<file path="config.mk">
export PLATFORM = sky130hd
export DESIGN_NAME = lac_top
export DESIGN_NICKNAME = d
export VERILOG_FILES = /design/src/rtl/lac_pkg.sv /design/src/rtl/lac_mu_if.sv /design/src/rtl/lac_match.sv /design/src/rtl/lac_top.sv
export SDC_FILE = /design/constraint.sdc
export NUM_CORES = 1
export LEC_CHECK = 0
export BUFFER_PORTS_ARGS = -buffer_cell sky130_fd_sc_hd__buf_4
export CAP_MARGIN = 20
export CORE_UTILIZATION = 40
export CTS_BUF_LIST = sky130_fd_sc_hd__clkbuf_4 sky130_fd_sc_hd__clkbuf_8 sky130_fd_sc_hd__clkbuf_16
export CTS_CLUSTER_SIZE = 30
export DETAILED_ROUTE_END_ITERATION = 16
export SLEW_MARGIN = 20
export SYNTH_ARGS = -nofsm -noshare
export SYNTH_HDL_FRONTEND = slang
export SYNTH_HIERARCHICAL = 1
export SYNTH_SLANG_ARGS = --single-unit
</file>
<file path="constraint.sdc">
create_clock -name mclk_i -period 7.2 [get_ports mclk_i]
set_clock_uncertainty 0.2 [all_clocks]
set_input_delay 0.72 -clock mclk_i [delete_from_list [all_inputs] [get_ports mclk_i]]
set_output_delay 0.72 -clock mclk_i [all_outputs]
set_load 0.03 [all_outputs]
</file>
<file path="src/rtl/lac_pkg.sv">
`default_nettype none
package lac_pkg;
  // register byte offsets
  localparam logic [7:0] A_CTRL = 8'h00;
  localparam logic [7:0] A_STS = 8'h04;
  localparam logic [7:0] A_MASK = 8'h08;
  localparam logic [7:0] A_CAP = 8'h0C;
  localparam logic [7:0] A_WINS = 8'h10;
  localparam logic [7:0] A_POS = 8'h14;
  localparam logic [7:0] A_NSMP = 8'h18;
  localparam logic [7:0] A_TRG = 8'h1C;
  localparam logic [7:0] A_STO = 8'h20;
  localparam logic [7:0] A_RADR = 8'h24;
  localparam logic [7:0] A_RDAT = 8'h28;
  localparam logic [7:0] A_FILL = 8'h2C;
  localparam logic [7:0] A_MU = 8'h40;
  localparam int MU_STRIDE = 16;
  localparam logic [1:0] MU_MODE = 2'h0;
  localparam logic [1:0] MU_FUNC = 2'h1;
  localparam logic [1:0] MU_CNT = 2'h2;
  // control and status bits
  localparam int C_ARM = 0;
  localparam int C_STOP = 1;
  localparam int C_FORCE = 2;
  localparam int I_TRIG = 0;
  localparam int I_DONE = 1;
  localparam int I_ERR = 2;
  localparam int I_W = 3;
  // capture configuration fields
  localparam int K_TYPE = 0;
  localparam int K_LOG = 4;
  localparam int K_LOG_W = 4;
  // condition fields, shared by trigger and storage
  localparam int Q_EN = 0;
  localparam int Q_NEG = 8;
  localparam int Q_OR = 16;
  localparam int Q_INV = 17;
  localparam int Q_ALL = 18;
  localparam int Q_W = 19;
  localparam logic [18:0] TRG_RST = 19'h000FF;
  localparam logic [18:0] STO_RST = 19'h40000;
  // match unit function fields
  localparam int F_NEG = 0;
  localparam int F_CM = 4;
  localparam int F_W = 6;
  localparam int CNT_W = 16;
  localparam logic [15:0] CNT_RST = 16'h0001;
  localparam int MAX_UNITS = 8;
  localparam int MIN_CNT_DEPTH = 8;
  typedef enum logic [2:0] {BM_X, BM_ZERO, BM_ONE, BM_RISE, BM_FALL, BM_EDGE, BM_STILL} lac_bit_t;
  typedef enum logic [1:0] {CM_OFF, CM_EXACT, CM_ATLEAST, CM_CONSEC} lac_cnt_t;
endpackage
`default_nettype wire

</file>
<file path="src/rtl/lac_mu_if.sv">
`timescale 1ns/1ns
`default_nettype none
interface lac_mu_if #(parameter int TW = 8);
  logic [3*TW-1:0] mode;
  logic neg;
  lac_pkg::lac_cnt_t cmode;
  logic [lac_pkg::CNT_W-1:0] n;
  logic clr;
  logic hit;
  logic sat;
  modport unit (input mode, input neg, input cmode, input n, input clr, output hit, output sat);
  modport ctl (output mode, output neg, output cmode, output n, output clr, input hit, input sat);
endinterface
`default_nettype wire

</file>
<file path="src/rtl/lac_match.sv">
`timescale 1ns/1ns
`default_nettype none
module lac_match #(
  parameter int TW = 8,
  parameter bit EDGE = 1'b1
) (
  // clock and reset
  input wire logic mclk_i,
  input wire logic rst_b_i,
  // probed trigger port
  input wire logic [TW-1:0] trig_i,
  // settings and results
  lac_mu_if.unit mu
);
  import lac_pkg::*;
  logic [TW-1:0] prev_reg;
  logic [CNT_W-1:0] cnt_reg;
  logic sat_reg;
  logic [TW-1:0] bit_ok;
  logic reach;

  always_comb
  begin
    for (int i = 0; i < TW; i++)
    begin
      // a unit without edge logic treats edge codes as don't care
      unique case (lac_bit_t'(mu.mode[3*i +: 3]))
        BM_X: bit_ok[i] = 1'b1;
        BM_ZERO: bit_ok[i] = ~trig_i[i];
        BM_ONE: bit_ok[i] = trig_i[i];
        BM_RISE: bit_ok[i] = ~EDGE | (trig_i[i] & ~prev_reg[i]);
        BM_FALL: bit_ok[i] = ~EDGE | (~trig_i[i] & prev_reg[i]);
        BM_EDGE: bit_ok[i] = ~EDGE | (trig_i[i] ^ prev_reg[i]);
        BM_STILL: bit_ok[i] = ~EDGE | ~(trig_i[i] ^ prev_reg[i]);
        default: bit_ok[i] = 1'b1;
      endcase
    end
  end

  assign mu.hit = (&bit_ok) ^ mu.neg;
  assign reach = mu.hit && ({1'b0, cnt_reg} + 17'h00001 >= {1'b0, mu.n});

  always_ff @(posedge mclk_i)
  begin
    // follows the pin through reset too, so release shows no false edge
    prev_reg <= trig_i;
  end

  always_ff @(posedge mclk_i)
  begin
    if (!rst_b_i || mu.clr)
    begin
      cnt_reg <= '0;
      sat_reg <= 1'b0;
    end
    else
    begin
      unique case (mu.cmode)
        CM_OFF: cnt_reg <= '0;
        CM_EXACT: cnt_reg <= reach ? '0 : cnt_reg + CNT_W'(mu.hit);
        CM_ATLEAST:
        begin
          if (mu.hit && !reach)
            cnt_reg <= cnt_reg + 16'h0001;
          sat_reg <= sat_reg | reach;
        end
        CM_CONSEC:
        begin
          if (!mu.hit)
            cnt_reg <= '0;
          else if (!reach)
            cnt_reg <= cnt_reg + 16'h0001;
        end
      endcase
    end
  end

  always_comb
  begin
    unique case (mu.cmode)
      CM_OFF: mu.sat = mu.hit;
      CM_ATLEAST: mu.sat = sat_reg | reach;
      default: mu.sat = reach;
    endcase
  end
endmodule
`default_nettype wire

</file>
<file path="src/rtl/lac_top.sv">
// Functional notes
// - match values, conditions and capture settings live in writable registers.
// - every capture window holds exactly one trigger sample.
// - windowed type uses power-of-two window depth, trigger anywhere inside.
// - windowed type accepts window counts from 1 to buffer depth.
// - windowed type trigger position 0 to depth minus one places the trigger.
// - fixed-samples type puts trigger at sample 0, fills as many windows as fit.
// - fixed-samples count accepts 1 up to buffer depth.
// - counter modes at-least or consecutive need window length of at least 8.
// - storage qualifier judges match events every clock, per sample.
// - storage stores all, or AND/OR of enabled units, per-unit and whole invert.
// - each trigger bit is X, 0, 1; edge units add rise, fall, either, none.
// - a unit only performs its built-in comparisons, chosen by its function.
// - exactly-n and at-least-n count n events; at-least holds until trigger.
// - consecutive-n needs n back-to-back hits, holds until trigger or miss.
// - trigger defaults to AND of all units; else AND/OR with inversions.
// - armed block waits for trigger or disarm, captures, stops when full.
//
// Our own choices: the register offsets and the APB interface to the registers.
`timescale 1ns/1ns
`default_nettype none
module lac_top #(
  parameter int TW = 8,
  parameter int DW = 8,
  parameter int AW = 6,
  parameter int NU = 2,
  parameter bit EDGE = 1'b1
) (
  // clock and reset
  input wire logic mclk_i,
  input wire logic rst_b_i,
  // apb slave
  input wire logic psel_i,
  input wire logic penable_i,
  input wire logic pwrite_i,
  input wire logic [7:0] paddr_i,
  input wire logic [31:0] pwdata_i,
  output logic [31:0] prdata_o,
  output logic pready_o,
  output logic pslverr_o,
  // probed logic
  input wire logic [TW-1:0] trig_i,
  input wire logic [DW-1:0] data_i,
  // interrupt
  output logic irq_o
);
  import lac_pkg::*;
  localparam int BUF = 1 << AW;
  typedef enum logic [1:0] {ST_IDLE, ST_PRE, ST_POST, ST_DONE} lac_state_t;

  if (NU < 1 || NU > MAX_UNITS || TW < 1 || TW > 10 || DW < 1 || DW > 31 || AW < 3 || AW > 15)
  begin : g_chk
    $error("lac_top parameters out of range");
  end

  lac_state_t state_reg;
  logic [I_W-1:0] sts_reg, mask_reg;
  logic [7:0] cap_reg;
  logic [AW:0] wins_reg, nsmp_reg;
  logic [AW-1:0] pos_reg, radr_reg, e_pos;
  logic [Q_W-1:0] trg_reg, sto_reg;
  logic [3*TW-1:0] mode_reg [NU];
  logic [F_W-1:0] func_reg [NU];
  logic [CNT_W-1:0] n_reg [NU];
  logic [31:0] prdata_reg, rd_mux;
  logic [DW:0] mem [BUF];
  logic e_type, e_force, trg_seen_reg, irq_reg;
  logic [AW:0] e_depth, e_wins, base_reg, off_reg, cnt_reg, post_reg, wcnt_reg;
  logic [NU-1:0] sat, hit, clr_reg;
  logic setup, wr, ctl_wr, arm_wr, stop_wr, cnt_used, cfg_err, trig_cond, store_q;
  logic fire, we, close_win, last_win;
  logic [AW:0] wdepth, new_depth, pre, post_init;

  function automatic logic lac_comb(input logic [NU-1:0] s, input logic [Q_W-1:0] c);
    logic [NU-1:0] t;
    logic [NU-1:0] en;
    t = s ^ c[Q_NEG +: NU];
    en = c[Q_EN +: NU];
    return (c[Q_OR] ? |(t & en) : &(t | ~en)) ^ c[Q_INV];
  endfunction

  function automatic logic lac_mapped(input logic [7:0] a);
    if (a[1:0] != 2'h0)
      return 1'b0;
    if (a <= A_FILL)
      return 1'b1;
    return int'(a) >= int'(A_MU) && int'(a) < int'(A_MU) + NU * MU_STRIDE && a[3:2] != 2'h3;
  endfunction

  // match units
  for (genvar u = 0; u < NU; u++)
  begin : g_mu
    lac_mu_if #(.TW(TW)) mu ();
    assign mu.mode = mode_reg[u];
    assign mu.neg = func_reg[u][F_NEG];
    assign mu.cmode = lac_cnt_t'(func_reg[u][F_CM +: 2]);
    assign mu.n = n_reg[u];
    assign mu.clr = clr_reg[u];
    assign sat[u] = mu.sat;
    assign hit[u] = mu.hit;
    lac_match #(.TW(TW), .EDGE(EDGE)) u_match (
      .mclk_i(mclk_i),
      .rst_b_i(rst_b_i),
      .trig_i(trig_i),
      .mu(mu)
    );
  end

  // apb decode: read data is latched in the setup cycle, so no wait states
  assign setup = psel_i & ~penable_i;
  assign wr = psel_i & penable_i & pwrite_i & lac_mapped(paddr_i);
  assign ctl_wr = wr && paddr_i == A_CTRL;
  assign arm_wr = ctl_wr && (pwdata_i[C_ARM] || pwdata_i[C_FORCE]);
  assign stop_wr = ctl_wr && pwdata_i[C_STOP];
  assign pready_o = 1'b1;
  assign pslverr_o = psel_i & penable_i & ~lac_mapped(paddr_i);
  assign prdata_o = prdata_reg;
  assign irq_o = irq_reg;

  always_comb
  begin
    rd_mux = 32'h00000000;
    if (paddr_i >= A_MU)
    begin
      for (int u = 0; u < NU; u++)
      begin
        if (int'(paddr_i) - int'(A_MU) >= u * MU_STRIDE
            && int'(paddr_i) - int'(A_MU) < (u + 1) * MU_STRIDE)
        begin
          unique case (paddr_i[3:2])
            MU_MODE: rd_mux = 32'(mode_reg[u]);
            MU_FUNC: rd_mux = 32'(func_reg[u]);
            MU_CNT: rd_mux = 32'(n_reg[u]);
            default: rd_mux = 32'h00000000;
          endcase
        end
      end
    end
    else
    begin
      unique case (paddr_i)
        A_CTRL: rd_mux = {29'h00000000, state_reg == ST_DONE, trg_seen_reg,
                          state_reg == ST_PRE || state_reg == ST_POST};
        A_STS: rd_mux = 32'(sts_reg);
        A_MASK: rd_mux = 32'(mask_reg);
        A_CAP: rd_mux = 32'(cap_reg);
        A_WINS: rd_mux = 32'(wins_reg);
        A_POS: rd_mux = 32'(pos_reg);
        A_NSMP: rd_mux = 32'(nsmp_reg);
        A_TRG: rd_mux = 32'(trg_reg);
        A_STO: rd_mux = 32'(sto_reg);
        A_RADR: rd_mux = 32'(radr_reg);
        A_RDAT: rd_mux = 32'(mem[radr_reg]);
        A_FILL: rd_mux = 32'(base_reg);
        default: rd_mux = 32'h00000000;
      endcase
    end
  end

  always_ff @(posedge mclk_i)
  begin
    if (!rst_b_i)
      prdata_reg <= 32'h00000000;
    else if (setup && !pwrite_i)
      prdata_reg <= rd_mux;
  end

  // configuration registers
  always_ff @(posedge mclk_i)
  begin
    if (!rst_b_i)
    begin
      mask_reg <= '0;
      cap_reg <= 8'h00;
      wins_reg <= (AW+1)'(1);
      pos_reg <= '0;
      nsmp_reg <= (AW+1)'(1);
      trg_reg <= TRG_RST;
      sto_reg <= STO_RST;
      radr_reg <= '0;
      for (int u = 0; u < NU; u++)
      begin
        mode_reg[u] <= '0;
        func_reg[u] <= '0;
        n_reg[u] <= CNT_RST;
      end
    end
    else if (wr)
    begin
      unique case (paddr_i)
        A_MASK: mask_reg <= pwdata_i[I_W-1:0];
        A_CAP: cap_reg <= pwdata_i[7:0];
        A_WINS: wins_reg <= pwdata_i[AW:0];
        A_POS: pos_reg <= pwdata_i[AW-1:0];
        A_NSMP: nsmp_reg <= pwdata_i[AW:0];
        A_TRG: trg_reg <= pwdata_i[Q_W-1:0];
        A_STO: sto_reg <= pwdata_i[Q_W-1:0];
        A_RADR: radr_reg <= pwdata_i[AW-1:0];
        default:
        begin
          for (int u = 0; u < NU; u++)
          begin
            if (int'(paddr_i) - int'(A_MU) >= u * MU_STRIDE
                && int'(paddr_i) - int'(A_MU) < (u + 1) * MU_STRIDE)
            begin
              if (paddr_i[3:2] == MU_MODE)
                mode_reg[u] <= pwdata_i[3*TW-1:0];
              if (paddr_i[3:2] == MU_FUNC)
                func_reg[u] <= pwdata_i[F_W-1:0];
              if (paddr_i[3:2] == MU_CNT)
                n_reg[u] <= pwdata_i[CNT_W-1:0];
            end
          end
        end
      endcase
    end
  end

  // arm-time checks; a refused arm leaves the state alone and flags an error
  assign wdepth = (AW+1)'(1) << cap_reg[K_LOG +: K_LOG_W];
  assign new_depth = cap_reg[K_TYPE] ? nsmp_reg : wdepth;
  always_comb
  begin
    cnt_used = 1'b0;
    for (int u = 0; u < NU; u++)
    begin
      if (trg_reg[Q_EN + u] && (func_reg[u][F_CM +: 2] == 2'(CM_ATLEAST)
          || func_reg[u][F_CM +: 2] == 2'(CM_CONSEC)))
        cnt_used = 1'b1;
    end
  end
  assign cfg_err = !pwdata_i[C_FORCE] && (
    (cnt_used && new_depth < (AW+1)'(MIN_CNT_DEPTH))
    || (cap_reg[K_TYPE] && (nsmp_reg == '0 || nsmp_reg > (AW+1)'(BUF)))
    || (!cap_reg[K_TYPE] && (cap_reg[K_LOG +: K_LOG_W] > 4'(AW)
        || wins_reg == '0 || wins_reg > (AW+1)'(BUF)
        || {1'b0, pos_reg} >= wdepth)));

  // trigger and storage qualification
  assign trig_cond = lac_comb(sat, trg_reg);
  assign store_q = e_force || sto_reg[Q_ALL] || lac_comb(hit, sto_reg);
  assign fire = state_reg == ST_PRE && (e_force || trig_cond);
  assign we = (state_reg == ST_PRE && (fire || (store_q && e_pos != '0)))
              || (state_reg == ST_POST && store_q);
  assign pre = cnt_reg < {1'b0, e_pos} ? cnt_reg : {1'b0, e_pos};
  assign post_init = e_depth - (AW+1)'(1) - pre;
  assign close_win = (fire && post_init == '0)
                     || (state_reg == ST_POST && we && post_reg == (AW+1)'(1));
  assign last_win = wcnt_reg + (AW+1)'(1) == e_wins
                    || (AW+2)'(base_reg) + (AW+2)'(e_depth) * 2 > (AW+2)'(BUF);

  // clearing counters at the trigger ends at-least and consecutive holds
  always_ff @(posedge mclk_i)
  begin
    clr_reg <= (!rst_b_i || fire || arm_wr || stop_wr) ? '1 : '0;
  end

  always_ff @(posedge mclk_i)
  begin
    if (we)
      mem[AW'(base_reg + off_reg)] <= {fire, data_i};
  end

  // capture sequencer
  always_ff @(posedge mclk_i)
  begin
    if (!rst_b_i)
    begin
      state_reg <= ST_IDLE;
      e_type <= 1'b0;
      e_force <= 1'b0;
      e_depth <= (AW+1)'(1);
      e_pos <= '0;
      e_wins <= (AW+1)'(1);
      base_reg <= '0;
      off_reg <= '0;
      cnt_reg <= '0;
      post_reg <= '0;
      wcnt_reg <= '0;
      trg_seen_reg <= 1'b0;
    end
    else if (stop_wr)
    begin
      state_reg <= ST_IDLE;
      trg_seen_reg <= 1'b0;
    end
    else if (arm_wr && !cfg_err)
    begin
      state_reg <= ST_PRE;
      e_type <= cap_reg[K_TYPE];
      e_force <= pwdata_i[C_FORCE];
      e_depth <= pwdata_i[C_FORCE] ? (AW+1)'(BUF) : new_depth;
      e_pos <= (pwdata_i[C_FORCE] || cap_reg[K_TYPE]) ? '0 : pos_reg;
      e_wins <= pwdata_i[C_FORCE] ? (AW+1)'(1) : (cap_reg[K_TYPE] ? (AW+1)'(BUF) : wins_reg);
      base_reg <= '0;
      off_reg <= '0;
      cnt_reg <= '0;
      wcnt_reg <= '0;
      trg_seen_reg <= 1'b0;
    end
    else if (close_win)
    begin
      state_reg <= last_win ? ST_DONE : ST_PRE;
      base_reg <= base_reg + e_depth;
      off_reg <= '0;
      cnt_reg <= '0;
      wcnt_reg <= wcnt_reg + (AW+1)'(1);
      trg_seen_reg <= 1'b1;
    end
    else if (we)
    begin
      // pre-trigger samples circulate in the window so the oldest drop out
      off_reg <= off_reg == e_depth - (AW+1)'(1) ? '0 : off_reg + (AW+1)'(1);
      if (cnt_reg != e_depth)
        cnt_reg <= cnt_reg + (AW+1)'(1);
      if (fire)
      begin
        state_reg <= ST_POST;
        post_reg <= post_init;
        trg_seen_reg <= 1'b1;
      end
      else if (state_reg == ST_POST)
        post_reg <= post_reg - (AW+1)'(1);
    end
  end

  // sticky events, write one to clear; a new event wins over its clear
  always_ff @(posedge mclk_i)
  begin
    if (!rst_b_i)
    begin
      sts_reg <= '0;
      irq_reg <= 1'b0;
    end
    else
    begin
      sts_reg <= (sts_reg & ~((wr && paddr_i == A_STS) ? pwdata_i[I_W-1:0] : '0))
                 | {arm_wr && cfg_err, close_win && last_win, fire};
      irq_reg <= |(sts_reg & mask_reg);
    end
  end
endmodule
`default_nettype wire

</file>
# Word level (Yosys, flattened, before mapping)
# Memory sizes are Yosys's and may differ from the RTL's. A register that Yosys moved wholly into a read port is not among the register bits.
# Cells that the tools add are included.
# totals
regBits	214
mem_bits_rw	668
in_bits	61
out_inout_bits	35
word_cells	498
mem_count	4
# memory_table
name	words	width	read_ports	rd_clocked_by_memory_dff	write_ports	line_no	source
mem	64	9	1	1	1	lac_top.sv:66	logic [DW:0] mem [BUF];
mode_reg	2	24	2	0	2	lac_top.sv:62	logic [3*TW-1:0] mode_reg [NU];
n_reg	2	16	2	0	2	lac_top.sv:64	logic [CNT_W-1:0] n_reg [NU];
func_reg	2	6	2	0	2	lac_top.sv:63	logic [F_W-1:0] func_reg [NU];
# classes
n_addsub	16
order_cmp	17
n_eq_ne	127
n_shift	1
mux	119
bitwise_logic	83
n_reduce_logical	102
# ops
cell	n
19-bit one-hot mux with 12 select lines	1
16-bit 2-to-1 mux	10
3-bit equality test, second input constant	48
24-bit one-hot mux with 3 select lines	2
7-bit 2-to-1 mux	19
16-bit one-hot mux with 4 select lines	2
3-bit by 2-bit equality test with 1-bit output, second input constant	32
1-bit one-hot mux with 6 select lines	16
24-bit 2-to-1 mux	3
32-bit 2-to-1 mux	2
1-bit 2-to-1 mux	51
3-bit by 1-bit equality test with 1-bit output, second input constant	16
16-bit by 1-bit adder with 17-bit output, second input constant	2
17-bit by 16-bit >= comparator with 1-bit output	2
2-bit AND reduction	17
16-bit by 1-bit adder with 16-bit output	2
16-bit by 1-bit adder with 16-bit output, second input constant	2
8-bit by 5-bit equality test with 1-bit output, second input constant	4
8-bit by 6-bit equality test with 1-bit output, second input constant	4
6-bit 2-to-1 mux	5
1-bit inverter	30
1-bit logical AND	29
1-bit logical OR	23
7-bit by 1-bit adder with 7-bit output, second input constant	3
56 further kinds	140

# Longest topological paths before layout
# Gate-level depths: netlist (run 1).
# depth
word_depth	23
ltp_mapped	25

# Hierarchy
# The synthesis (run 1) kept the hierarchy.
# by_module_without_submodules
mod	n_inst	cells_per_inst	area_each_um2	seq_area_each_um2
lac_top	1	2361	35634.2	23442.5
lac_match (g_mu[0].u_match)	1	372	2803.9	500.5
lac_match (g_mu[1].u_match)	1	354	2675.1	500.5

# Least setup slack after synthesis (run 1)
# No wires, ideal clock.
# synth_path
path_kind	register to register
startpoint	register g_mu[1].u_match.cnt_reg[4]
endpoint	memory mem[14][0] in the netlist's numbering, enable pin
setup_ns	0.374
t_arrival_ns	4.995
required_ns	6.626
path_slack_ns	1.630
path_stages_with_launch	22
path_buffers	1
synth_period_minus_slack_ns	5.570
cell_sequence	dfxtp_1 -> clkbuf_1 -> and4_1 -> nand2_1 -> nor2_1 -> nand2_1 -> xnor2_1 -> ha_1 -> a21oi_1 -> nand2_1 -> a221oi_1 -> o21ai_0 -> a21oi_1 -> o22ai_1 -> xnor2_1 -> a22oi_1 -> mux2i_1 -> o2111ai_1 -> o21ai_1 -> nor2b_1 -> nand3_1 -> nor2_1
# synth_between
elab_chain_len	17
word_cells_on_any_way	19
classes_between	add/sub: 1; order compare: 1; mux: 4; bitwise: 5; reduce/logical: 8
# synth_lines
item	line_no	source
from (decl)	lac_match.sv:17	logic [CNT_W-1:0] cnt_reg;
from (signal assigned)	lac_match.sv:60	CM_EXACT: cnt_reg <= reach ? '0 : cnt_reg + CNT_W'(mu.hit);
from (signal assigned)	lac_match.sv:64	cnt_reg <= cnt_reg + 16'h0001;
from (signal assigned)	lac_match.sv:72	cnt_reg <= cnt_reg + 16'h0001;
16-bit by 1-bit adder with 17-bit output (*)	lac_match.sv:41	assign reach = mu.hit && ({1'b0, cnt_reg} + 17'h00001 >= {1'b0, mu.n});
17-bit by 16-bit >= comparator with 1-bit output (*)	lac_match.sv:41	
1-bit logical AND (*)	lac_match.sv:41	
1-bit bitwise OR	lac_match.sv:82	CM_ATLEAST: mu.sat = sat_reg | reach;
1-bit one-hot mux with 2 select lines (*)	lac_match.sv:80	unique case (mu.cmode)
named net g_mu[1].mu.sat	lac_mu_if.sv:10	logic sat;
2-bit XOR (*)	lac_top.sv:77	t = s ^ c[Q_NEG +: NU];
2-bit bitwise OR or 2-bit bitwise AND (tied branches)	lac_top.sv:79	return (c[Q_OR] ? |(t & en) : &(t | ~en)) ^ c[Q_INV];
[... 2 more ...]	--	
1-bit XOR (*)	lac_top.sv:79	
1-bit logical OR (*)	lac_top.sv:242	assign fire = state_reg == ST_PRE && (e_force || trig_cond);
1-bit logical AND (*)	lac_top.sv:242	
1-bit logical OR (*)	lac_top.sv:243	assign we = (state_reg == ST_PRE && (fire || (store_q && e_pos != '0)))
1-bit logical AND (*)	lac_top.sv:243	
1-bit logical OR (*)	lac_top.sv:244	|| (state_reg == ST_POST && store_q);
1-bit 2-to-1 mux (*)	lac_top.sv:260	if (we)
1-bit 2-to-1 mux (not written as such) (*)	lac_top.sv:261	mem[AW'(base_reg + off_reg)] <= {fire, data_i};
to (decl)	lac_top.sv:66	
# Mark *: on every way through the listed nets, which the timed path passes. The rest lies on a longest branch.

==> summary.md, run 1 <==
| Metric | Value |
|---|---|
| Cells after synthesis | 3087 |
| Met3 usage | 3.52% |
| Tmin final | 6.33 ns |
| Reg-to-reg startpoint | g_mu[1].u_match/cnt_reg[7] |
| PwrDens | 235 nW/um2 |
| Hold Violations, Final | 0 |
| Port Buffer Count | between 70 and 80 |
| Initial Util | 40.4% |
| # rows | 117 |
| Synth Warn # | 6 |
| Max-Cap Viols | 0 |
| Unrepaired setup endpoints after global routing | no |
| Period utilization | 87.9% |
| Flop2flop setup slack | 0.87 ns |
| Routability cong. | a little under 0.9 |
| Sequential share of the synthesized area | 59.5% |
| Leakage | 0.0162 uW |
| Worst slack at placement | 0.907 ns |
| CTS Buf Count | 96 |
| Final nets | 3426 |
| Total die area | 104000 um2 |
| Number of setup buffers added after CTS | 0 |
| First drt pass iteration count | 6 |
| Gr usage total | 20.8% |
| Grt met2 use | 32.5% |
| Mapped Area | 41100 um2 |
| Width of the chip | ~320 um |
| Finished Cell Area | ~47000 um2 |
| Area of the core | 102000 um2 |
| Setup TNS | 0 ns |
| Remaining global-route overflow | 0 |
| Layout cells sized above 1 | 18.6% |
| Crit Path Category | register to register |
| Initial antenna violation count | 1 |
| Global-route wire length before repair | around 160 mm |
| Crit-path max FO | 18 |
| Worst-Margin Slew | between 1 and 1.5 ns |
| Fin worst setup slack | ~0.87 ns |
| P&R area growth vs syn | 14.5% |
| CTS Root Cell | clkbuf_16 |
| DR vias/cell | around 5.7 |
| Initial DRC count | around 2800 |
| Type of origin of the critical path | register |
| Peak-usage layer in the global routing report | met2 |
| Max clock buf depth | 3 |
| Maximum clock rate | approximately 160 MHz |
| Outcome | completed |
| Area post-placement | between 40000 and 50000 um2 |
| Slew margin rel. | 25.4% |
| Synth Register Bits | between 800 and 900 |
| Fin. max-slew vios | 0 |
| FF-to-FF End | cnt_reg[6] |
| IO Pins | 96 |
| Clock sinks | 887 |
| Peak supply drop | between 0.0002 and 0.0003 V |
| Drc violations | 0 |
| CP arrival | 6.73 ns |
| Average cell area after synthesis | 13.3 um2 |
| HP Class | primary input to register |
| Final setup vio count | 0 |
| Crit. End Element | register |
| Unique cell type count in the Yosys netlist | roughly 100 |
| Largest net degree at the start of global routing | 65 |
| Most frequent cells in the layout | edfxtp_1 (668), nand2_1 (240), nor2_1 (233), dfxtp_1 (215), buf_4 (201) |
| Synth top area cells | edfxtp_1 (49%), dfxtp_1 (11%), mux4_2 (10%), ha_1 (3.6%), nand2_1 (2.2%) |
| H-tree Lvls | 3 |
| Crit path to | cnt_reg[6] |
| CTS tree | yes |
| Async SR Flop Fraction | 0% |
| Die Height | around 320 um |
| Synth area leader | edfxtp_1 |
| Worst r2r path cells | 21 |
| Post-Route WL | 108 mm |
| Worst Setup SP | g_mu[1].u_match/cnt_reg[7] |
| Clk pin slew, worst setup/hold paths | 0.06 ns |
| Max FFs per register | 576 |
| GRT met1 Usage | 30.4% |
| Post-DP HPWL | between 70 and 80 mm |
| Required @ worst endpoint | 7.60 ns |
| Number of synthesized flops with an enable pin | 668 |
| Clock Latency Late Sink | 0.69 ns |
| Vias | about 27000 |
| Routed WL per cell | 23.0 um |
| Post-synth top area share | 48.8% |
| Commonest non-fill, non-tap cell in the layout | edfxtp_1 |
| Antenna viol nets, final | 0 |
| Synth Flop Type | edfxtp_1 |
| Vias in the first global route | 25720 |
[what timing repair did]
action / CTS / global route
resized for setup: 0 / 0
hold buffers: 6 / 0
endpoints found under the hold margin: 11 / 0
[power by group]
group / leakage [uW] / switching (uW) / internal (uW)
Clock: 0.00163 / 2110 / 3000
Sequential: 0.00792 / 40.8 / 5520
Combinational: 0.00660 / 295 / 123
Total: 0.0162 / 2450 / 8640
[stage by stage]
step	hold slack, ns	instances	power [uW]	utilization (%)
floorplan	0.236	3094	5890	-
global placement	0.242	4506	6070	42.9
detailed placement	0.246	4506	6080	42.9
CTS	0.0231	4688	11200	46.2
global route	0.0459	4688	11400	46.2
finish	0.0624	4690	11100	46.2
[routing by layer]
metal  wire [um]  share of wire, %  vias up
met4        1550               1.4        2
met2       49800                46      895
met3        7700               7.1      101
met5          13             0.012        -
met1       48800                45    13401
li1            -                 -    12171
[synthesized netlist by cell type (44+ instances only)]
cell	count
mux2i_1	72
dfxtp_1	219
inv_1	160
nor2_1	233
nand2_1	240
a21oi_1	160
and2_1	44
nand3_1	107
ha_1	119
mux4_2	184
clkbuf_1	104
edfxtp_1	668
o21ai_0	81
xnor2_1	51
[cells by family (layout without fill, tap and decap cells)]
group / Yosys count / count (layout) / share of synthesized area [%]
flip-flops: 887 / 887 / 59.5
AND/OR/NAND/NOR: 808 / 808 / 9.25
AO/OA/AOI/OAI: 584 / 584 / 9.80
buffers and inverters: 321 / 547 / 3.28
multiplexers: 273 / 273 / 12.3
adder cells (fa/ha/maj): 123 / 123 / 3.82
XOR/XNOR: 89 / 89 / 2.09
other: 2 / 11 / 0.0183
[area by class of cell]
cell class,count,area [um2]
clock buffer,111,2510
inverter,162,609
sequential,887,24500
tap,1368,1710
fill,9154,54800
multi-input combinational,1886,15400
antenna,2,5.00
timing repair buffer,209,1610
clock inverter,65,777
[worst min path at each step]
stage	start	end	slack [ns]	depth (start not counted)
3_5_place_dp	trg_reg[13]	trg_reg[13]	0.25	2
6_report	trig_i[6]	g_mu[0].u_match/prev_reg[6]	0.06	1
2_1_floorplan	sto_reg[12]	sto_reg[12]	0.24	2
4_1_cts	trig_i[7]	g_mu[0].u_match/prev_reg[7]	0.02	1
3_3_place_gp	sto_reg[2]	sto_reg[2]	0.24	2
5_1_grt	trig_i[6]	g_mu[0].u_match/prev_reg[6]	0.05	1
[worst max-delay path: stages, from the launching register on]
cell and delay, ns:
dfxtp_1 0.50, nand3_1 0.21, nor2_1 0.38, and2_1 0.30
nand2_1 0.09, xnor2_1 0.13, ha_1 0.29, nand4_1 0.11
nor2_1 0.08, a221oi_1 0.27, o21ai_0 0.19, a21oi_1 0.50
o22ai_1 0.27, xnor2_1 0.31, o22ai_1 0.18, o2111ai_1 0.36
buf_4 0.30, o21ai_1 0.11, a21oi_1 0.51, buf_4 0.28
nand4_1 0.30, o32ai_1 0.35
Power figures use the tool's default switching activity.
==> run 2: changes to the inputs <==
--- a/config.mk
+++ b/config.mk
@@ -11,6 +11,7 @@
 export CTS_BUF_LIST = sky130_fd_sc_hd__clkbuf_4 sky130_fd_sc_hd__clkbuf_8 sky130_fd_sc_hd__clkbuf_16
 export CTS_CLUSTER_SIZE = 30
 export DETAILED_ROUTE_END_ITERATION = 16
+export PLACE_DENSITY = 0.57
 export SLEW_MARGIN = 20
 export SYNTH_ARGS = -nofsm -noshare
 export SYNTH_HDL_FRONTEND = slang
==> constraint.sdc (replaced) <==
create_clock -name mclk_i -period 7.2 [get_ports mclk_i]
set_clock_uncertainty 0.2 [all_clocks]
set_input_delay 0.72 -clock mclk_i [delete_from_list [all_inputs] [get_ports mclk_i]]
set_output_delay 0.72 -clock mclk_i [all_outputs]
set_load 0.01 [all_outputs]
==> run 2 against run 1 <==
Effect of this change:
- sequential power barely moved
- setup slack worse by 0.31 ns
- sequential share of layout area is 0.054 points lower
- maximum frequency decreased by 4.6%
- cell area rose by 0.10%
- critical path type unchanged
- largest power group unchanged
- highest routed layer unchanged
==> summary.md, run 2 (synthesis gave the netlist of run 1 again) <==
| Metric | Value |
|---|---|
| Worst-Margin Slew | 1.04 ns |
| Required @ worst endpoint | 7.61 ns |
| Hold Violations, Final | 0 |
| Period utilization | 92.1% |
| FF-to-FF End | wcnt_reg[0] |
| Initial antenna violation count | 5 |
| Crit-path cells | ha_1 -> nand3_1 -> nor2_1 -> nand2_1 -> xnor2_1 -> ha_1 -> nand4_1 -> nor3_1 -> a2111oi_0 -> o311ai_0 -> nor2_1 -> o22ai_1 -> xnor2_1 -> a22oi_1 -> mux2i_1 -> o2111ai_1 -> buf_4 -> o21ai_1 -> a21oi_1 -> buf_4 -> nor2_1 -> mux2_2 |
| Initial DRC count | 2860 |
| Area of the core | around 100000 um2 |
| Hold path depth | 1 |
| CTS tree | yes |
| Flop2flop setup slack | 0.57 ns |
| Post-Route WL | about 110 mm |
| Number of setup buffers added after CTS | 0 |
| Unrepaired setup endpoints after global routing | no |
| Crit Path Category | register to register |
| HP Start | trig_i[5] |
| Die Height | 323 um |
| WP buf/inv | 2 |
| Remaining global-route overflow | 0 |
| Commonest non-fill, non-tap cell in the layout | edfxtp_1 |
| Filler instances | ~9000 |
| Total die area | between 100000 and 150000 um2 |
| Crit. End Element | register |
| Final core utilization | 46.3% |
| Crit path max-delay family | compound AO/OA/AOI/OAI gates |
| Worst r2r path cells | 22 |
| Most frequent cells in the layout | edfxtp_1 (668), nand2_1 (240), nor2_1 (232), dfxtp_1 (215), buf_4 (190) |
| Tmin final | 6.63 ns |
| DR vias/cell | 5.80 |
| Reg-to-reg startpoint | g_mu[0].u_match/cnt_reg[0] |
| Vias in the first global route | 26753 |
| Slew margin rel. | 30.2% |
| Peak supply drop | about 0.00021 V |
| CTS Buf Count | 97 |
| Critical path's slowest cell | dfxtp_1 |
| CTS Root Cell | clkbuf_16 |
| H-tree Lvls | 3 |
| Routability cong. | between 0.9 and 1 |
| Largest net degree at the start of global routing | 78 |
| Type of origin of the critical path | register |
| IO Pins | 96 |
| Post-DP HPWL | 75.8 mm |
| CP arrival | 7.04 ns |
| Setup TNS | 0 ns |
| Width of the chip | 323 um |
| HP Class | primary input to register |
| PwrDens | 237 nW/um2 |
| Initial Util | 40.4% |
| Maximum clock rate | approximately 150 MHz |
| Max FFs per register | 576 |
| Gr usage total | a little over a fifth |
| # rows | 117 |
| WHS Endpoint | g_mu[1].u_match/prev_reg[5] |
| Outcome | completed |
| P&R area growth vs syn | 14.6% |
| Global-route wire length before repair | 170 mm |
| Fin. max-slew vios | 0 |
| Max-Cap Viols | 0 |
| Crit-path max FO | 18 |
| Leakage | 0.0161 uW |
| Crit-path max cell delay | 0.59 ns |
| Final setup vio count | 0 |
| Clock Latency Late Sink | 0.69 ns |
| Cell mode on critical path | nor2_1 |
| First drt pass iteration count | 7 |
| Final nets | 3418 |
| Max clock buf depth | 3 |
| Routed WL per cell | 24.1 um |
| Clock sinks | 887 |
| Vias | 27178 |
| Port Buffer Count | 78 |
| Clk pin slew, worst setup/hold paths | about 0.060 ns |
| Layout cells sized above 1 | 18.5% |
| Antenna viol nets, final | 0 |
| Drc violations | 0 |
## run 2: layout make-up
type                    instances  area [um2]  share of cell area (%)
flip-flops and latches        887       24500                    51.9
diodes                          2        5.00                  0.0106
clock inverters                62         743                    1.58
well taps                    1368        1710                    3.63
inverters                     162         609                    1.29
multi-input cells            1886       15400                    32.7
clock buffers                 118        2640                    5.60
repair buffers                200        1560                    3.30
## run 2: how the worst max path moves through the flow
stage,slack (ns),cells past startpoint,end,from
6_report,0.57,22,wcnt_reg[0],g_mu[0].u_match/cnt_reg[0]
3_5_place_dp,0.69,22,wcnt_reg[0],g_mu[0].u_match/cnt_reg[0]
4_1_cts,0.63,22,wcnt_reg[0],g_mu[0].u_match/cnt_reg[0]
3_3_place_gp,0.81,22,wcnt_reg[0],g_mu[0].u_match/cnt_reg[0]
5_1_grt,0.09,22,wcnt_reg[0],g_mu[0].u_match/cnt_reg[0]
2_1_floorplan,1.63,21,mem[14][0],g_mu[1].u_match/cnt_reg[4]
## run 2: through the flow
| step | setup WS, ns | instances | area (um2) | power (uW) | hold WS, ns |
|---|---|---|---|---|---|
| 6_report | 0.567 | 4685 | 47100 | 11200 | 0.0505 |
| 5_1_grt | 0.0874 | 4684 | 47100 | 11500 | 0.0295 |
| 4_1_cts | 0.634 | 4683 | 47100 | 11300 | 0.00829 |
| 3_5_place_dp | 0.693 | 4496 | 43700 | 6080 | 0.246 |
| 3_3_place_gp | 0.813 | 4496 | 43700 | 6060 | 0.241 |
| 2_1_floorplan | 1.63 | 3094 | 41100 | 5870 | 0.236 |
## run 2: where the power goes
| group | internal, uW | switching (uW) |
|---|---|---|
| clock network | 3090 | 2110 |
| logic | 123 | 293 |
| registers | 5520 | 42.6 |
| total | 8740 | 2450 |
## run 2: what timing repair did
item | 4_1_cts | 5_1_grt
gates resized for setup | 0 | 0
hold buffers | 7 | 0
hold endpoints to repair | 14 | 0
## run 2: layer usage
metal	share of wire [%]	global-route usage, %
met2	47	34.5
met3	6.6	2.85
met1	44	31.1
met5	0.012	0
met4	2.3	5.84
